**src/rtl/sync_port_params.svh**
```systemverilog
`ifndef SYNC_PORT_PARAMS_SVH
`define SYNC_PORT_PARAMS_SVH

`define FIFO_WIDTH          16
`define FIFO_DEPTH          8
`define FMT_SPI             2'h0
`define FMT_FRAME_PULSE     2'h1
`define FMT_MESSAGE         2'h2
`define MIN_SIZE_CODE       4'h3
`define MSG_CTRL_BITS       6'h09
`define MSG_RX_FIRST        5'h09
`define LEAD_HALVES         6'h02
`define TIMEOUT_HALF_TICKS  7'h40

`endif

```
**src/rtl/sync_port_pkg.sv**
```systemverilog
package sync_port_pkg;

   typedef enum logic [2:0] {ST_IDLE, ST_LEAD, ST_SHIFT, ST_TRAIL, ST_WAIT_END} state_t;

   typedef logic [1:0] format_t;

endpackage

```
**src/rtl/sync_port_fifo.sv**
```systemverilog
`timescale 1ns/1ps
`default_nettype none
`include "sync_port_params.svh"

module sync_port_fifo #(
   parameter int WIDTH = `FIFO_WIDTH,
   parameter int DEPTH = `FIFO_DEPTH
) (
   input  wire logic             ref_clk,
   input  wire logic             reset,
   input  wire logic             in_valid,
   output var  logic             in_ready,
   input  wire logic [WIDTH-1:0] in_data,
   output var  logic             out_valid,
   input  wire logic             out_ready,
   output      logic [WIDTH-1:0] out_data
);

   localparam int AW = $clog2(DEPTH);

   logic [WIDTH-1:0] mem      [DEPTH];
   logic [WIDTH-1:0] next_mem [DEPTH];
   logic [AW-1:0]    wr_ptr;
   logic [AW-1:0]    rd_ptr;
   logic [AW-1:0]    next_wr_ptr;
   logic [AW-1:0]    next_rd_ptr;
   logic [AW:0]      count;
   logic [AW:0]      next_count;
   logic             push;
   logic             pop;

   ////////////////////////////////////////////////////////////////////////////
   // The slot under the read pointer is shown even when empty. Entries are
   // never erased, so an empty ring shows the word written DEPTH writes ago,
   // or zero if fewer writes have happened since reset.
   assign out_data = mem[rd_ptr];

   always_comb
   begin
      push        = in_valid && in_ready;
      pop         = out_ready && out_valid;
      next_mem    = mem;
      next_wr_ptr = wr_ptr;
      next_rd_ptr = rd_ptr;
      next_count  = count;
      if (push)
      begin
         next_mem[wr_ptr] = in_data;
         next_wr_ptr      = AW'(wr_ptr + 1'b1);
      end
      if (pop)
      begin
         next_rd_ptr = AW'(rd_ptr + 1'b1);
      end
      next_count = (AW+1)'(count + push - pop);
   end

   always_ff @(posedge ref_clk or posedge reset)
   begin
      if (reset)
      begin
         for (int i = 0; i < DEPTH; i++)
         begin
            mem[i] <= '0;
         end
         wr_ptr    <= '0;
         rd_ptr    <= '0;
         count     <= '0;
         in_ready  <= 1'b1;
         out_valid <= 1'b0;
      end
      else
      begin
         mem       <= next_mem;
         wr_ptr    <= next_wr_ptr;
         rd_ptr    <= next_rd_ptr;
         count     <= next_count;
         in_ready  <= (next_count != (AW+1)'(DEPTH));
         out_valid <= (next_count != '0);
      end
   end

endmodule
`default_nettype wire

```
**src/rtl/sync_serial_port.sv**
```systemverilog
// Function
// - Runs as clock master or follower slave.
// - Separate eight-word sixteen-bit transmit and receive queues.
// - Word length programmable four to sixteen.
// - Loopback routes transmit bit into receiver.
// - Three selectable formats: four-wire, message, pulse.
// - Even prescale divide, two through 254.
// - Second divide by one plus rate.
// - Bit rate is clock over product.
// - Data port write pushes transmit queue.
// - Words leave queue before being shifted.
// - Slave shifts a word every transaction.
// - Empty slave queue resends eighth-latest word.
// - Fewer than eight writes: send zero.
// - Transmit empty raises interrupt or request.
// - Received words wait; each read pops.
// - Shift register assembles word before queue.
// - Most significant bit goes first.
// - All interrupt sources ORed to one.
// - Timeout when idle with data waiting.
`timescale 1ns/1ps
`default_nettype none
`include "sync_port_params.svh"

module sync_serial_port
   import sync_port_pkg::*;
(
   input  wire logic        ref_clk,
   input  wire logic        reset,
   input  wire logic        port_enable,
   input  wire logic        master_mode,
   input  wire logic        loopback,
   input  wire format_t     frame_format,
   input  wire logic        clock_polarity,
   input  wire logic        clock_phase,
   input  wire logic [3:0]  data_size,
   input  wire logic [7:0]  prescale_divisor,
   input  wire logic [7:0]  clock_rate_field,
   input  wire logic        tx_empty_irq_en,
   input  wire logic        tx_empty_dma_en,
   input  wire logic        rx_avail_irq_en,
   input  wire logic        rx_timeout_irq_en,
   input  wire logic        data_port_wr_valid,
   input  wire logic [15:0] data_port_wr_data,
   output var  logic        data_port_wr_ready,
   input  wire logic        data_port_rd_pop,
   output var  logic        data_port_rd_valid,
   output      logic [15:0] data_port_rd_data,
   input  wire logic        serial_clock_in,
   output var  logic        serial_clock_out,
   output var  logic        serial_clock_oe,
   input  wire logic        frame_select_in,
   output var  logic        frame_select_out,
   output var  logic        frame_select_oe,
   input  wire logic        serial_input_pin,
   output var  logic        serial_output_pin,
   output var  logic        serial_output_oe,
   output var  logic        interrupt_request,
   output var  logic        tx_dma_request,
   output var  logic        rx_timeout
);

   ////////////////////////////////////////////////////////////////////////////
   // Pin synchronisers: bit 2 clock, bit 1 frame, bit 0 data.
   logic [2:0] pin_s1;
   logic [2:0] pin_s2;
   logic [2:0] pin_s3;
   logic [2:0] pin_f;
   logic [2:0] next_pin_f;

   genvar gi;
   generate
      for (gi = 0; gi < 3; gi++)
      begin : g_filt
         assign next_pin_f[gi] = (pin_s2[gi] == pin_s3[gi]) ? pin_s3[gi] : pin_f[gi];
      end
   endgenerate

   always_ff @(posedge ref_clk or posedge reset)
   begin
      if (reset)
      begin
         // All stages start with the frame input high, its idle level outside pulse format, so release of reset
         // cannot show a false falling edge on the frame input except in pulse format, where the frame idles low.
         pin_s1 <= 3'h2;
         pin_s2 <= 3'h2;
         pin_s3 <= 3'h2;
         pin_f  <= 3'h2;
      end
      else
      begin
         pin_s1 <= {serial_clock_in, frame_select_in, serial_input_pin};
         pin_s2 <= pin_s1;
         pin_s3 <= pin_s2;
         pin_f  <= next_pin_f;
      end
   end

   ////////////////////////////////////////////////////////////////////////////
   // Bit-rate divider: a half-bit tick every (prescale/2)*(1+rate) cycles.
   // The low prescale bit is ignored so the divisor is always even.
   logic [6:0] pre_half;
   logic [6:0] pre_cnt;
   logic [6:0] next_pre_cnt;
   logic [7:0] rate_cnt;
   logic [7:0] next_rate_cnt;
   logic       half_tick;

   always_comb
   begin
      pre_half      = (prescale_divisor[7:1] == 7'h00) ? 7'h01 : prescale_divisor[7:1];
      half_tick     = (pre_cnt >= 7'(pre_half - 7'h01)) && (rate_cnt >= clock_rate_field);
      next_pre_cnt  = 7'(pre_cnt + 7'h01);
      next_rate_cnt = rate_cnt;
      if (pre_cnt >= 7'(pre_half - 7'h01))
      begin
         next_pre_cnt  = 7'h00;
         next_rate_cnt = (rate_cnt >= clock_rate_field) ? 8'h00 : 8'(rate_cnt + 8'h01);
      end
   end

   always_ff @(posedge ref_clk or posedge reset)
   begin
      if (reset)
      begin
         pre_cnt  <= 7'h00;
         rate_cnt <= 8'h00;
      end
      else
      begin
         pre_cnt  <= next_pre_cnt;
         rate_cnt <= next_rate_cnt;
      end
   end

   ////////////////////////////////////////////////////////////////////////////
   // Queues.
   logic        tx_valid;
   logic        tx_pop;
   logic [15:0] tx_word;
   logic        rx_push;
   logic [15:0] rx_word;
   logic        rx_ready;

   sync_port_fifo u_tx_fifo (
      .ref_clk   (ref_clk),
      .reset     (reset),
      .in_valid  (data_port_wr_valid),
      .in_ready  (data_port_wr_ready),
      .in_data   (data_port_wr_data),
      .out_valid (tx_valid),
      .out_ready (tx_pop),
      .out_data  (tx_word)
   );

   sync_port_fifo u_rx_fifo (
      .ref_clk   (ref_clk),
      .reset     (reset),
      .in_valid  (rx_push),
      .in_ready  (rx_ready),
      .in_data   (rx_word),
      .out_valid (data_port_rd_valid),
      .out_ready (data_port_rd_pop),
      .out_data  (data_port_rd_data)
   );

   ////////////////////////////////////////////////////////////////////////////
   // Frame engine shared by both roles.
   state_t      state;
   state_t      next_state;
   logic [5:0]  edges;
   logic [5:0]  next_edges;
   logic [15:0] tx_sh;
   logic [15:0] next_tx_sh;
   logic [15:0] rx_sh;
   logic [15:0] next_rx_sh;
   logic        clk_prev;
   logic        fss_prev;
   logic [6:0]  idle_cnt;
   logic [6:0]  next_idle_cnt;
   logic        next_clk_out;
   logic        next_fss_out;
   logic        next_tx_bit;
   logic        is_msg;
   logic        is_pulse;
   logic [4:0]  n_bits;
   logic [5:0]  total_bits;
   logic [4:0]  rx_first;
   logic        sph_eff;
   logic        idle_clk;
   logic        idle_fss;
   logic [15:0] word_left;
   logic        rx_bit;
   logic        edge_evt;
   logic        last_edge;
   logic        capture;
   logic        start;

   always_comb
   begin
      is_msg     = (frame_format == `FMT_MESSAGE);
      is_pulse   = (frame_format == `FMT_FRAME_PULSE);
      n_bits     = 5'((data_size < `MIN_SIZE_CODE) ? `MIN_SIZE_CODE : data_size) + 5'h01;
      total_bits = is_msg ? 6'({1'b0, n_bits} + `MSG_CTRL_BITS) : {1'b0, n_bits};
      rx_first   = is_msg ? `MSG_RX_FIRST : 5'h00;
      sph_eff    = is_msg ? 1'b0 : (is_pulse ? master_mode : clock_phase);
      idle_clk   = (is_msg || is_pulse) ? 1'b0 : clock_polarity;
      idle_fss   = !is_pulse;
      // Left-justify so the top bit leaves first; upper bits drop out.
      word_left  = is_msg ? {tx_word[7:0], 8'h00}
                          : 16'(tx_word << (5'd16 - n_bits));
      rx_bit     = loopback ? serial_output_pin : pin_f[0];
      edge_evt   = (state == ST_SHIFT) &&
                   (master_mode ? half_tick : (pin_f[2] != clk_prev));
      last_edge  = (edges == 6'({total_bits, 1'b0} - 7'h01));
      capture    = (!edges[0] ^ sph_eff) && (edges[5:1] >= rx_first);
      start      = port_enable && (master_mode ? tx_valid
                                  : (is_pulse ? (fss_prev && !pin_f[1]) : !pin_f[1]));

      next_state    = state;
      next_edges    = edges;
      next_tx_sh    = tx_sh;
      next_rx_sh    = rx_sh;
      next_clk_out  = serial_clock_out;
      next_fss_out  = frame_select_out;
      next_tx_bit   = serial_output_pin;
      tx_pop        = 1'b0;
      rx_push       = 1'b0;
      next_idle_cnt = idle_cnt;

      case (state)
         ST_IDLE:
         begin
            next_clk_out = idle_clk;
            next_fss_out = idle_fss;
            if (start)
            begin
               tx_pop      = tx_valid;
               next_edges  = 6'h00;
               next_rx_sh  = 16'h0000;
               next_tx_sh  = sph_eff ? word_left : 16'(word_left << 1);
               next_tx_bit = sph_eff ? 1'b0 : word_left[15];
               next_state  = master_mode ? ST_LEAD : ST_SHIFT;
               next_fss_out = is_pulse;
            end
         end
         ST_LEAD:
         begin
            if (half_tick)
            begin
               next_edges = 6'(edges + 6'h01);
               if (is_pulse)
               begin
                  next_clk_out = !serial_clock_out;
               end
               if (edges == 6'(`LEAD_HALVES - 6'h01))
               begin
                  next_edges = 6'h00;
                  next_state = ST_SHIFT;
               end
            end
         end
         ST_SHIFT:
         begin
            if (!master_mode && !is_pulse && pin_f[1])
            begin
               next_state = ST_IDLE;
            end
            else if (edge_evt)
            begin
               next_edges   = 6'(edges + 6'h01);
               next_clk_out = master_mode ? !serial_clock_out : serial_clock_out;
               if (is_pulse && edges == 6'h00)
               begin
                  next_fss_out = 1'b0;
               end
               if (capture)
               begin
                  next_rx_sh = {rx_sh[14:0], rx_bit};
               end
               else
               begin
                  next_tx_bit = tx_sh[15];
                  next_tx_sh  = {tx_sh[14:0], 1'b0};
               end
               if (last_edge)
               begin
                  rx_push    = 1'b1;
                  next_edges = 6'h00;
                  next_state = master_mode ? ST_TRAIL :
                               (is_pulse ? ST_IDLE : ST_WAIT_END);
               end
            end
         end
         ST_TRAIL:
         begin
            if (half_tick)
            begin
               next_edges = 6'(edges + 6'h01);
               // Frame goes idle one half tick after the last clock edge, so back-to-back
               // four-wire and message words see it pulse high in between; pulse stays low.
               if (edges == 6'h00)
               begin
                  next_fss_out = idle_fss;
               end
               if (edges == 6'(`LEAD_HALVES - 6'h01))
               begin
                  next_state = ST_IDLE;
               end
            end
         end
         ST_WAIT_END:
         begin
            if (pin_f[1])
            begin
               next_state = ST_IDLE;
            end
         end
         default:
         begin
            next_state = ST_IDLE;
         end
      endcase

      if (!port_enable)
      begin
         next_state = ST_IDLE;
      end

      // Timeout counts half ticks only while the line is quiet.
      if (state != ST_IDLE || !data_port_rd_valid)
      begin
         next_idle_cnt = 7'h00;
      end
      else if (half_tick && idle_cnt != `TIMEOUT_HALF_TICKS)
      begin
         next_idle_cnt = 7'(idle_cnt + 7'h01);
      end
   end

   // The whole word is captured including the last bit; upper bits stay zero.
   assign rx_word = next_rx_sh;

   always_ff @(posedge ref_clk or posedge reset)
   begin
      if (reset)
      begin
         state             <= ST_IDLE;
         edges             <= 6'h00;
         tx_sh             <= 16'h0000;
         rx_sh             <= 16'h0000;
         clk_prev          <= 1'b0;
         fss_prev          <= 1'b1;
         idle_cnt          <= 7'h00;
         serial_clock_out  <= 1'b0;
         serial_clock_oe   <= 1'b0;
         frame_select_out  <= 1'b1;
         frame_select_oe   <= 1'b0;
         serial_output_pin <= 1'b0;
         serial_output_oe  <= 1'b0;
         interrupt_request <= 1'b0;
         tx_dma_request    <= 1'b0;
         rx_timeout        <= 1'b0;
      end
      else
      begin
         state             <= next_state;
         edges             <= next_edges;
         tx_sh             <= next_tx_sh;
         rx_sh             <= next_rx_sh;
         clk_prev          <= pin_f[2];
         fss_prev          <= pin_f[1];
         idle_cnt          <= next_idle_cnt;
         serial_clock_out  <= next_clk_out;
         serial_clock_oe   <= port_enable && master_mode;
         frame_select_out  <= next_fss_out;
         frame_select_oe   <= port_enable && master_mode;
         serial_output_pin <= next_tx_bit;
         serial_output_oe  <= (next_state != ST_IDLE);
         rx_timeout        <= (next_idle_cnt == `TIMEOUT_HALF_TICKS);
         tx_dma_request    <= tx_empty_dma_en && !tx_valid;
         interrupt_request <= (tx_empty_irq_en && !tx_valid) ||
                              (rx_avail_irq_en && data_port_rd_valid) ||
                              (rx_timeout_irq_en && rx_timeout);
      end
   end

endmodule
`default_nettype wire

```
**config.mk**
```make
export PLATFORM = sky130hd
export DESIGN_NAME = sync_serial_port
export DESIGN_NICKNAME = d
export VERILOG_FILES = /design/src/rtl/sync_port_pkg.sv /design/src/rtl/sync_port_fifo.sv /design/src/rtl/sync_serial_port.sv
export VERILOG_INCLUDE_DIRS = /design/src /design/src/rtl
export SDC_FILE = /design/constraint.sdc
export NUM_CORES = 1
export LEC_CHECK = 0
export BUFFER_PORTS_ARGS = -buffer_cell sky130_fd_sc_hd__buf_2
export CAP_MARGIN = 15
export CORE_ASPECT_RATIO = 1.1
export CORE_MARGIN = 8
export CORE_UTILIZATION = 50
export CTS_CLUSTER_SIZE = 40
export DETAILED_ROUTE_END_ITERATION = 12
export GPL_TIMING_DRIVEN = 1
export PLACE_DENSITY_LB_ADDON = 0.15
export SLEW_MARGIN = 30
export SYNTH_ARGS = -nofsm -noshare
export SYNTH_HDL_FRONTEND = slang
export SYNTH_SLANG_ARGS = --single-unit
```
**constraint.sdc**
```tcl
create_clock -name ref_clk -period 11.4 [get_ports ref_clk]
set_clock_uncertainty 0.2 [all_clocks]
set_input_delay 1.71 -clock ref_clk [delete_from_list [all_inputs] [get_ports ref_clk]]
set_output_delay 1.71 -clock ref_clk [all_outputs]
set_load 0.005 [all_outputs]
```
# == Yosys cells after proc, flatten, opt, wreduce, memory -nomap -nowiden ==
# Index checks and enable logic that the tools add are counted.
# totals
register_bits,365
inputBits,54
output_inout_bits,27
wordCells,240
# classes
n_addsub,17
magnitude_cmp,10
eq_ne,26
n_shift,1
mux,86
bitwise,5
n_reduce_logical,46
# op_table
operator,count
$bwmux W128,2
$mux W16,16
$bmux W16 S3,2
$demux W16 S3,2
$pmux W16 S2,2
$mux W6,7
$mux W3,12
$mux W1,29
$mux W7,4
$pmux W6 S4,1
$logic_and A1 B1 Y1,20
$ne A2 B2 Y1 const B,9
$reduce_and A6 Y1,3
$ge A4 B4 Y1 const B,4
$not A3 Y4,4
$shl A16 B5 Y16,1
$pmux W3 S5,1
$add A7 B1 Y7 const B,2
$add A3 B1 Y3 const B,4
$reduce_bool A3 Y1,4
$reduce_bool A4 Y1,3
$add A4 B1 Y4,2
$add A8 B1 Y8 const B,1
$ge A8 B8 Y1,1
38 further kinds,55

# == Logic depth before layout (Yosys ltp) ==
# Gate-level depths: netlist (run 1).
# depth
depth_word,15
depth_mapped,18
mapped_depth_nobuf,18

# == Modules after synthesis ==
# A second synthesis (run 1) with hierarchy kept.
# hier_totals
cells_unflattened,1407
area_unflattened_um2,18721.7
# modules_own_cells
module,n_inst,cells_each,area_each_um2,seq_area_each_um2
sync_port_fifo,2,383,6399.9,3504.6
sync_serial_port,1,641,5921.9,2134.5

# == Worst setup path after synthesis (run 1) ==
# Ideal clock, no wire load.
# synth_timing
path_kind,input port to flip-flop
start,input data_size[2]
end,register u_rx_fifo.out_valid
setup_ns,0.126
arrival_time_ns,5.384
t_required_ns,11.074
slack_ns,5.690
stages,18
n_path_buf,3
path_cell_list,buf_4 clkbuf_1 o21ba_2 inv_1 ha_1 xor2_2 xor2_1 nand2_1 xor3_1 nor3_4 buf_6 o2111a_1 ha_1 inv_1 fa_1 inv_1 nor3_1 nand2b_1
# synth_via
elab_chain_len,15
# synth_lines
item,line,source
"start, declared",sync_serial_port.sv:36,"input wire logic [3:0] data_size,"
$lt A4 B2 Y1 (no source line),-,
$mux W4 *,sync_serial_port.sv:203,n_bits = 5'((data_size < `MIN_SIZE_CODE) ? `MIN_SIZE_CODE : data_size) + 5'h01;
$add A4 B1 Y5 *,sync_serial_port.sv:203,
$add A5 B4 Y5 (no source line),-,
$mux W5 *,sync_serial_port.sv:204,"total_bits = is_msg ? 6'({1'b0, n_bits} + `MSG_CTRL_BITS) : {1'b0, n_bits};"
$sub A6 B1 Y6 *,sync_serial_port.sv:215,"last_edge = (edges == 6'({total_bits, 1'b0} - 7'h01));"
$eq A6 B6 Y1 *,sync_serial_port.sv:215,
$mux W1 *,sync_serial_port.sv:286,if (last_edge)
$mux W1 *,sync_serial_port.sv:269,else if (edge_evt)
$mux W1 *,sync_serial_port.sv:265,if (!master_mode && !is_pulse && pin_f[1])
$mux W1 *,sync_serial_port.sv:231,case (state)
$logic_and A1 B1 Y1 *,sync_port_fifo.sv:40,push = in_valid && in_ready;
via u_rx_fifo.push,sync_port_fifo.sv:29,logic push;
$add A4 B1 Y4 *,sync_port_fifo.sv:55,next_count = (AW+1)'(count + push - pop);
$sub A4 B1 Y4 *,sync_port_fifo.sv:55,
via u_rx_fifo.next_count[1],sync_port_fifo.sv:28,logic [AW:0] next_count;
$reduce_bool A4 Y1 *,sync_port_fifo.sv:79,out_valid <= (next_count != '0);
"end signal, assigned",sync_port_fifo.sv:79,
"end, declared",sync_port_fifo.sv:14,"output var logic out_valid,"
# Mark *: on every way through the listed nets, which the timed path passes. The rest lies on a longest branch.
# A chain may end at the register's enable or synchronous reset.

# == Worst setup path in the final report (run 1) ==
# Same ends and word-level chain as after synthesis.

==> results of run 1 <==
==> registers in the layout, summed over array words and instances (netlist names), 3 cells and up <==
register,count
u_tx_fifo.rd_ptr,3
pin_f,3
tx_sh,16
state,3
rx_sh,16
pre_cnt,7
u_rx_fifo.rd_ptr,3
pin_s1,3
u_tx_fifo.count,4
edges,6
pin_s2,3
rate_cnt,8
u_rx_fifo.mem,128
pin_s3,3
idle_cnt,7
u_rx_fifo.wr_ptr,3
u_tx_fifo.wr_ptr,3
u_rx_fifo.count,4
u_tx_fifo.mem,128
==> worst paths after layout <==
check | start | cells after the start | slack [ns] | end
worst min register to register | pin_s1[0] | 0 | 0.15 | pin_s2[0]
max in group asynchronous | reset | 5 | 8.33 | u_tx_fifo.mem[107]
worst min-delay path | pin_s1[0] | 0 | 0.15 | pin_s2[0]
min in group asynchronous | reset | 2 | 0.95 | u_tx_fifo.count[3]
worst max-delay path | data_size[2] | 16 | 5.24 | u_rx_fifo.out_valid
worst max register to register | rate_cnt[0] | 10 | 7.36 | u_rx_fifo.mem[13]
==> logic make-up after synthesis <==
kind of cell               count (synthesis)  synth area share (%)
buffers and inverters                    157                  4.13
AOI/OAI and AO/OA                        340                  12.4
DFF                                      365                  49.4
and+or+nand+nor                          413                  10.1
xor gates and xnor gates                  44                  2.20
adders and majority gates                 47                  3.22
muxes                                    252                  18.6
==> layer usage <==
layer  wire [um]  global-route usage, %
met3        1750                   3.35
met2       20700                   33.2
met1       17800                   24.3
met4         809                   5.33
met5          36                      0
==> area by class of cell <==
class | count | share of cell area (%)
multi-input cells | 1096 | 41.4
diodes | 1 | 0.0120
clock inverters | 20 | 1.36
inverters | 68 | 1.24
repair buffers | 106 | 3.67
clock buffers | 54 | 5.44
well taps | 494 | 2.96
flip-flops and latches | 365 | 43.9
==> through the flow <==
stage | setup slack [ns] | area (um^2) | total power [mW] | utilization, % | hold slack (ns)
after global placement | 4.77 | 19200 | 3.44 | 52.1 | 0.135
after detailed placement | 4.75 | 19200 | 3.49 | 52.2 | 0.139
after global routing | 4.93 | 20800 | 5.12 | 56.6 | 0.156
after floorplan | 4.60 | 18500 | 3.07 | - | 0.131
after CTS | 5.26 | 20600 | 4.89 | 56.0 | 0.152
final | 5.24 | 20900 | 4.83 | 56.6 | 0.148
==> power by group <==
part | internal [mW] | switching, mW | total [mW]
clock network | 0.843 | 0.537 | 1.38
logic | 0.793 | 0.831 | 1.62
registers | 1.63 | 0.201 | 1.83
total | 3.26 | 1.57 | 4.83
==> synthesized netlist by cell type, types with 5 or more instances <==
master and count:
a211oi_1 10, a21o_1 7, a21oi_1 35, a22oi_1 26, a31oi_1 8, and2_1 13, and3_1 10, buf_1 6
buf_2 18, buf_6 19, clkbuf_1 43, dfrtp_1 357, dfstp_2 8, ha_1 42, inv_1 66, mux2_2 165
mux2i_1 29, mux4_2 57, nand2_1 206, nand2b_1 11, nand3_1 27, nand4_1 5, nor2_1 72, nor2b_1 13
nor3_1 21, nor4_1 10, o2111ai_4 6, o211ai_1 5, o21a_1 5, o21ai_0 37, o21ai_1 130, o22ai_1 7
o31ai_1 8, xnor2_1 32, xor2_1 10
==> metrics.txt, run 1 <==
Slew headroom=34.7%; setup TNS=0 ns; fin crit period=6.16 ns; Ys Warns=0; DRT Pass-1 Iters=6; Max IR drop VDD=145 uV; final wirelength=41.1 mm; Critical path buffers and inverters=4; async set-reset flop share out of synthesis=100%; synth unique cells=87; final slew viol count=0; Top delay family on crit path=simple AND/OR/NAND/NOR gates; Setup crit end kind=flop; # fillers=3212; H-tree depth=2; unrepaired setup endpoints after global routing=no; Power Dens Cells=232 nW/um^2; Final Wtd Congestion=0.879; share of layout cells above drive strength 1=25.7%; setup violators final=0; initial core utilization=50.3%; most common cell after layout, fill and taps aside=dfrtp_1; flops & latches, synth=365; Placed Instances=2120; first-pass GRT wire length=67.8 mm; Worst-Skew Late Latency=0.54 ns; Most Frequent Cell on Critical Path=inv_1; Root Buffer=clkbuf_16; EDFF count, synth=0; CP required=11.62 ns; CP cell instances=buf_2 -> o21ba_2 -> inv_1 -> ha_1 -> xor2_2 -> xor2_1 -> nand2_1 -> xor3_1 -> nor3_4 -> o2111a_1 -> ha_1 -> inv_1 -> fa_1 -> inv_1 -> nor3_1 -> nand2b_1; Nets=1776; crit path DAT=6.38 ns; outcome=finished, final reports clean; Slowest-stage cell, CP=nor3_4; Hold WC Path Type=reg2reg; footprint of the multi-input gates=8640 um^2; Synth top area share=48.2%; Synth Flop Type=dfrtp_1; TritonCTS clock tree=yes; Mapped Cells=1618; GRT Util Overall=19.2%; cts hold-fix bufs=0; number of global-route vias before repair=12900; clock-pin slew on the worst setup and hold paths=0.06 ns; largest net degree at the start of global routing=138; CP max FO=35; Die H=218 um; Ports=81; Layout Cells excl Fill=2204; Crit Path Category=in2reg; initial antenna violation count=3; row count=74; port bufs=79; Leak=9.10 nW; area of the core=36900 um^2; CTS resizes=0; Num CTS Buffers=41; Detail Placement HPWL=26.6 mm; Wirelength per Cell=18.6 um; die width=200 um; # DRC=0; post-synthesis sequential area ratio=49.4%; period utilisation layout=54.1%; Worst Tran Pin Value=0.977 ns; first-iteration detailed-routing DRC count=600; Antenna Violating Nets Remaining=0; CTS Buffer Depth=3; critical path's largest stage delay=0.83 ns; max_cap viols=0; Syn Nets=1716; postcts setup bufs=0; Setup crit start kind=input port; Mapped Area=18500 um^2; register area=9150 um^2; P&R area growth vs syn=12.6%; Avg Inst Size Synth=11.4 um^2; die area=43500 um^2; GRT overflow=0; Vias=12500; clk sinks=365; largest cells by area after synthesis=dfrtp_1 48%, mux2_2 10%, mux4_2 6.9%; Final Hold Vio Count=0; leading area contributor after synthesis=dfrtp_1; Vias/cell=5.67; most frequent cells in the layout=354 x dfrtp_1, 206 x nand2_1, 165 x mux2_2; Max Freq=162 MHz
Note: power is estimated with default switching activity, not from simulation.
==> run 2: changes to the inputs <==
Clock period 11.4 ns to 6.15 ns, I/O delays scaled along.
==> run 2 against run 1 <==
Cell area shrank 0.94%. Sequential share of layout area grew 0.41 points. Largest cell class unchanged. Sequential cell count unchanged. Clock power rose by 71%. Via count about the same. Critical path depth fell by 1. Routed wire length decreased by 1.3%. Hold slack worse by 0.029 ns. Highest routed layer unchanged.
==> metrics.txt, run 2 (synthesized netlist as in run 1, its figures left out) <==
DRT Pass-1 Iters=5 (-1); P&R area growth vs syn=11.5%; cts hold-fix bufs=0 (unchanged); max_cap viols=0 (unchanged); GRT Util Overall=19.2% (+0.021 points); Root Buffer=clkbuf_16; fin crit period=4.78 ns; port bufs=79 (unchanged); Vias=12500 (-0.072%); Wirelength per Cell=18.4 um (-1.4%); share of layout cells above drive strength 1=25.4% (-0.32 points); H-tree depth=2 (unchanged); setup TNS=0 ns (unchanged); Post-Place Cell Area=19300 um^2 (+0.38%); die area=43500 um^2 (unchanged); largest net degree at the start of global routing=145 (+5.1%); most common cell after layout, fill and taps aside=dfrtp_1; row count=74 (unchanged); first-pass GRT wire length=68.0 mm (+0.26%); CTS resizes=0 (unchanged); Final Wtd Congestion=0.905 (+2.9%); area of the core=36900 um^2 (unchanged); critical path's largest stage delay=0.63 ns (-0.20 ns); # DRC=0 (unchanged); Worst R2R Path Depth=11 (+1); initial core utilization=50.3% (unchanged); first-iteration detailed-routing DRC count=660 (+10%); Ports=81 (unchanged); clk sinks=365 (unchanged); design area=20700 um^2 (-0.94%); Final Hold Vio Count=0 (unchanged); unrepaired setup endpoints after global routing=no; final wirelength=40.5 mm (-1.3%); Worst-Skew Late Latency=0.54 ns (about the same); GRT overflow=0 (unchanged); CP cell instances=buf_2 -> nor4_1 -> a21oi_1 -> ha_1 -> nand2_1 -> xor2_1 -> ha_1 -> and3_1 -> a311o_1 -> o211ai_4 -> a21oi_2 -> buf_4 -> o21ai_2 -> a22oi_1 -> o21ai_1; Nets=1778 (+0.11%); biggest regs=u_rx_fifo.mem: 128 flops, u_tx_fifo.mem: 128 flops; Num CTS Buffers=39 (-4.9%); Setup crit start kind=input port; Max Freq=209 MHz; Slowest-stage cell, CP=o21ai_2; TritonCTS clock tree=yes; CTS Buffer Depth=3 (unchanged); Slew headroom=37.3% (+2.6 points); die width=200 um (unchanged); Vias/cell=5.66 (-0.21%); Detail Placement HPWL=26.5 mm (-0.47%); most frequent cells in the layout=354 x dfrtp_1, 206 x nand2_1, 165 x mux2_2; Die H=218 um (unchanged); Antenna Violating Nets Remaining=0 (unchanged); initial antenna violation count=4 (+1); period utilisation layout=77.8%; CP required=6.39 ns (-5.23 ns); outcome=finished, final reports clean; Power Dens Cells=423 nW/um^2 (+83%); final slew viol count=0 (unchanged); postcts setup bufs=0 (unchanged); setup violators final=0 (unchanged); Setup crit end kind=flop; CP max FO=17 (-51%); Most Frequent Cell on Critical Path=ha_1; Max IR drop VDD=361 uV (+150%); Leak=9.00 nW (-1.1%); Crit Path Category=in2reg; Worst Tran Pin Value=0.914 ns (-0.0621 ns); Hold WC Path Type=in2async; clock-pin slew on the worst setup and hold paths=0.06 ns (about the same); number of global-route vias before repair=13000 (+0.84%); crit path DAT=5.02 ns (-1.36 ns)
==> run 2: final cells by class <==
class / instances / area (um^2)
clock inverter: 12 / 155
antenna: 2 / 5.00
fill: 3202 / 16200
timing repair buffer: 110 / 694
inverter: 68 / 259
sequential: 365 / 9150
tap: 494 / 618
multi-input combinational: 1096 / 8630
clock buffer: 60 / 1150
==> run 2: through the flow <==
stage	worst slack [ns]	utilization [%]	hold slack (ns)	power (mW)	cells
2_1_floorplan	0.138	-	0.131	5.69	1618
3_3_place_gp	0.884	52.3	0.137	6.36	2131
3_5_place_dp	0.830	52.4	0.136	6.45	2131
4_1_cts	1.36	55.9	0.0869	8.85	2203
5_1_grt	1.03	56.0	0.112	9.29	2206
6_report	1.37	56.1	0.119	8.74	2207
==> run 2: worst paths after layout <==
kind	from	end	slack (ns)
setup / recovery	prescale_divisor[5]	u_rx_fifo.mem[114]	1.37
hold / removal	reset	u_tx_fifo.out_valid	0.12
setup reg to reg	rate_cnt[0]	u_rx_fifo.mem[114]	2.22
hold reg to reg	pin_s1[2]	pin_s2[2]	0.15
max in group asynchronous	reset	u_rx_fifo.mem[117]	4.60
min in group ref_clk	pin_s1[2]	pin_s2[2]	0.15
==> run 2: per-layer routing <==
layer	routed length [um]	global-route usage [%]
met5	23	0
met4	1120	6.60
met3	1650	3.12
met2	20400	32.9
met1	17300	24.3
==> run 2: report_power, final <==
group          internal [mW]  switching (mW)
clock                   1.42           0.940
sequential              3.01           0.427
combinational           1.47            1.47
total                   5.90            2.84
==> run 2: worst max-delay path: cells and delay by family <==
family                     cells  cell delay, ns
adders and majority gates      2            0.53
xor gates and xnor gates       1            0.18
AOI/OAI and AO/OA              7            2.40
and+or+nand+nor                3            0.64
buffers and inverters          2            0.34
==> run 3: changes to the inputs <==
Clock period 6.15 ns to 4.4 ns, I/O delays scaled along.
==> run 3 against run 2 <==
Combinational power grew 46%. Die area did not move. Register-to-register slack worse by 1.3 ns. Critical endpoint is now u_rx_fifo.out_valid. Hold slack lost 0.092 ns. Core utilization is 1.5 points higher. Global-route usage increased by 0.56 points. Non-clock buffer count increased by 51.
==> metrics.txt, run 3 (synthesized netlist as in run 1, its figures left out) <==
Max Freq=253 MHz; Ports=81 (unchanged); most frequent cells in the layout=354 x dfrtp_1, 206 x nand2_1, 165 x mux2_2; hold path endpoint=pin_s1[1]; DRT Pass-1 Iters=5 (unchanged); area of the core=36900 um^2 (unchanged); Detail Placement HPWL=27.6 mm (+4.4%); first-iteration detailed-routing DRC count=619 (-6.2%); register area=9150 um^2 (unchanged); die width=200 um (unchanged); crit path DAT=4.16 ns (-0.86 ns); Worst R2R End=tx_sh[8]; ant diodes=0 (-2); clk sinks=365 (unchanged); Worst Tran Pin Value=0.996 ns (+0.0814 ns); GRT overflow=0 (unchanged); Vias=12600 (+1.1%); Final Wtd Congestion=0.856 (-5.3%); first-pass GRT wire length=70.1 mm (+3.1%); Leak=9.31 nW (+3.4%); footprint of the multi-input gates=8660 um^2 (+0.29%); final slew viol count=0 (unchanged); Setup crit start kind=input port; initial antenna violation count=1 (-3); postcts setup bufs=0 (unchanged); largest net degree at the start of global routing=146 (+0.69%); CP required=4.60 ns (-1.79 ns); Placed Instances=2182 (+2.4%); Worst R2R Path Depth=9 (-2); period utilisation layout=89.9%; P&R area growth vs syn=14.5%; share of layout cells above drive strength 1=27.9% (+2.4 points); setup TNS=0 ns (unchanged); # fillers=3198 (-0.12%); max_cap viols=0 (unchanged); Finished Core Util=57.5% (+1.5 points); Slew headroom=33.6% (-3.7 points); CTS Buffer Depth=3 (unchanged); biggest regs=u_rx_fifo.mem: 128 flops, u_tx_fifo.mem: 128 flops; port bufs=79 (unchanged); # DRC=0 (unchanged); Wirelength per Cell=18.5 um (+0.67%); fin crit period=3.95 ns; TritonCTS clock tree=yes; Crit Path Category=in2reg; FF-to-FF Start=u_tx_fifo.rd_ptr[1]; Worst Setup Slack post-DPL=-0.0970 ns (-0.927 ns); Max IR drop VDD=458 uV (+27%); setup violators final=0 (unchanged); row count=74 (unchanged); Worst-Skew Late Latency=0.54 ns (about the same); H-tree depth=2 (unchanged); Layout Cells excl Fill=2253 (+2.1%); Num CTS Buffers=39 (unchanged); unrepaired setup endpoints after global routing=no; Setup WS post-layout=0.446 ns (-0.921 ns); Setup crit end kind=flop; Vias/cell=5.61 (-0.98%); GRT Util Overall=19.7% (+0.56 points); CP max FO=3 (-14); Power Dens Cells=589 nW/um^2 (+39%); r2r setup slk=0.90 ns (-1.32 ns); most common cell after layout, fill and taps aside=dfrtp_1; final wirelength=41.7 mm (+2.8%); Nets=1829 (+2.9%); outcome=finished, final reports clean; die area=43500 um^2 (unchanged); Hold WC Path Type=in2reg; Die H=218 um (unchanged); Worst Hold Depth=1; initial core utilization=50.3% (unchanged); Root Buffer=clkbuf_16; Final Hold Vio Count=0 (unchanged); hold_sp=frame_select_in; Antenna Violating Nets Remaining=0 (unchanged); clock-pin slew on the worst setup and hold paths=0.06 ns (about the same); number of global-route vias before repair=13500 (+3.7%)
-- run 3: cell count changes in the layout (fill, tap and decap cells not counted), moves of 2 or more --
cell	previous run	this run
clkbuf_1	13	9
clkinvlp_4	3	1
buf_12	2	15
diode_2	2	0
dlygate4sd3_1	0	2
clkbuf_8	7	11
buf_4	26	65
-- run 3: report_power, final --
part / internal, mW / switching [mW] / leakage (nW)
Sequential: 4.21 / 0.633 / 4.69
Clock: 2.03 / 1.34 / 0.652
Combinational: 2.18 / 2.10 / 3.96
-- run 3: worst max path at each step --
stage / startpoint / end
2_1_floorplan: reset / clk_prev
3_3_place_gp: prescale_divisor[5] / u_rx_fifo.out_valid
3_5_place_dp: prescale_divisor[5] / u_rx_fifo.out_valid
4_1_cts: prescale_divisor[5] / u_rx_fifo.out_valid
5_1_grt: prescale_divisor[5] / u_rx_fifo.out_valid
6_report: prescale_divisor[5] / u_rx_fifo.out_valid
-- run 3: critical path, cell delays in order --
cell	delay (ns)
buf_2	0.11
nor4_1	0.34
a21oi_1	0.15
ha_1	0.24
xnor2_1	0.14
ha_1	0.29
nand2_1	0.04
o21ai_0	0.16
a311o_1	0.32
o211ai_4	0.13
a21boi_0	0.23
o2111a_2	0.26
ha_1	0.17
inv_1	0.05
fa_1	0.47
inv_1	0.05
nor3_1	0.24
nand2b_1	0.09
-- run 3: cell type report --
cell class | count | share of cell area (%)
multi-input combinational | 1096 | 40.8
inverter | 68 | 1.22
clock buffer | 60 | 5.59
clock inverter | 9 | 0.637
sequential | 365 | 43.1
tap | 494 | 2.91
timing repair buffer | 161 | 5.68
-- run 3: metal layers --
metal,track usage [%],wire (um),up-vias
met5,0,14,-
met4,5.94,962,2
met3,2.82,1490,76
met2,34.0,20800,210
met1,25.5,18400,6264
li1,-,-,6081
-- run 3: timing repair --
item	4_1_cts	5_1_grt
endpoints found under the hold margin	10	0
gates resized for setup	0	0
hold buffers	2	0
-- run 3: through the flow --
step	total power, mW	area (um^2)	hold WS [ns]
after detailed placement	9.22	19900	0.152
after global routing	13.3	21200	0.00738
final	12.5	21200	0.0270
after floorplan	7.96	18600	0.131
after CTS	12.6	21200	0.00510
after global placement	9.06	19900	0.142
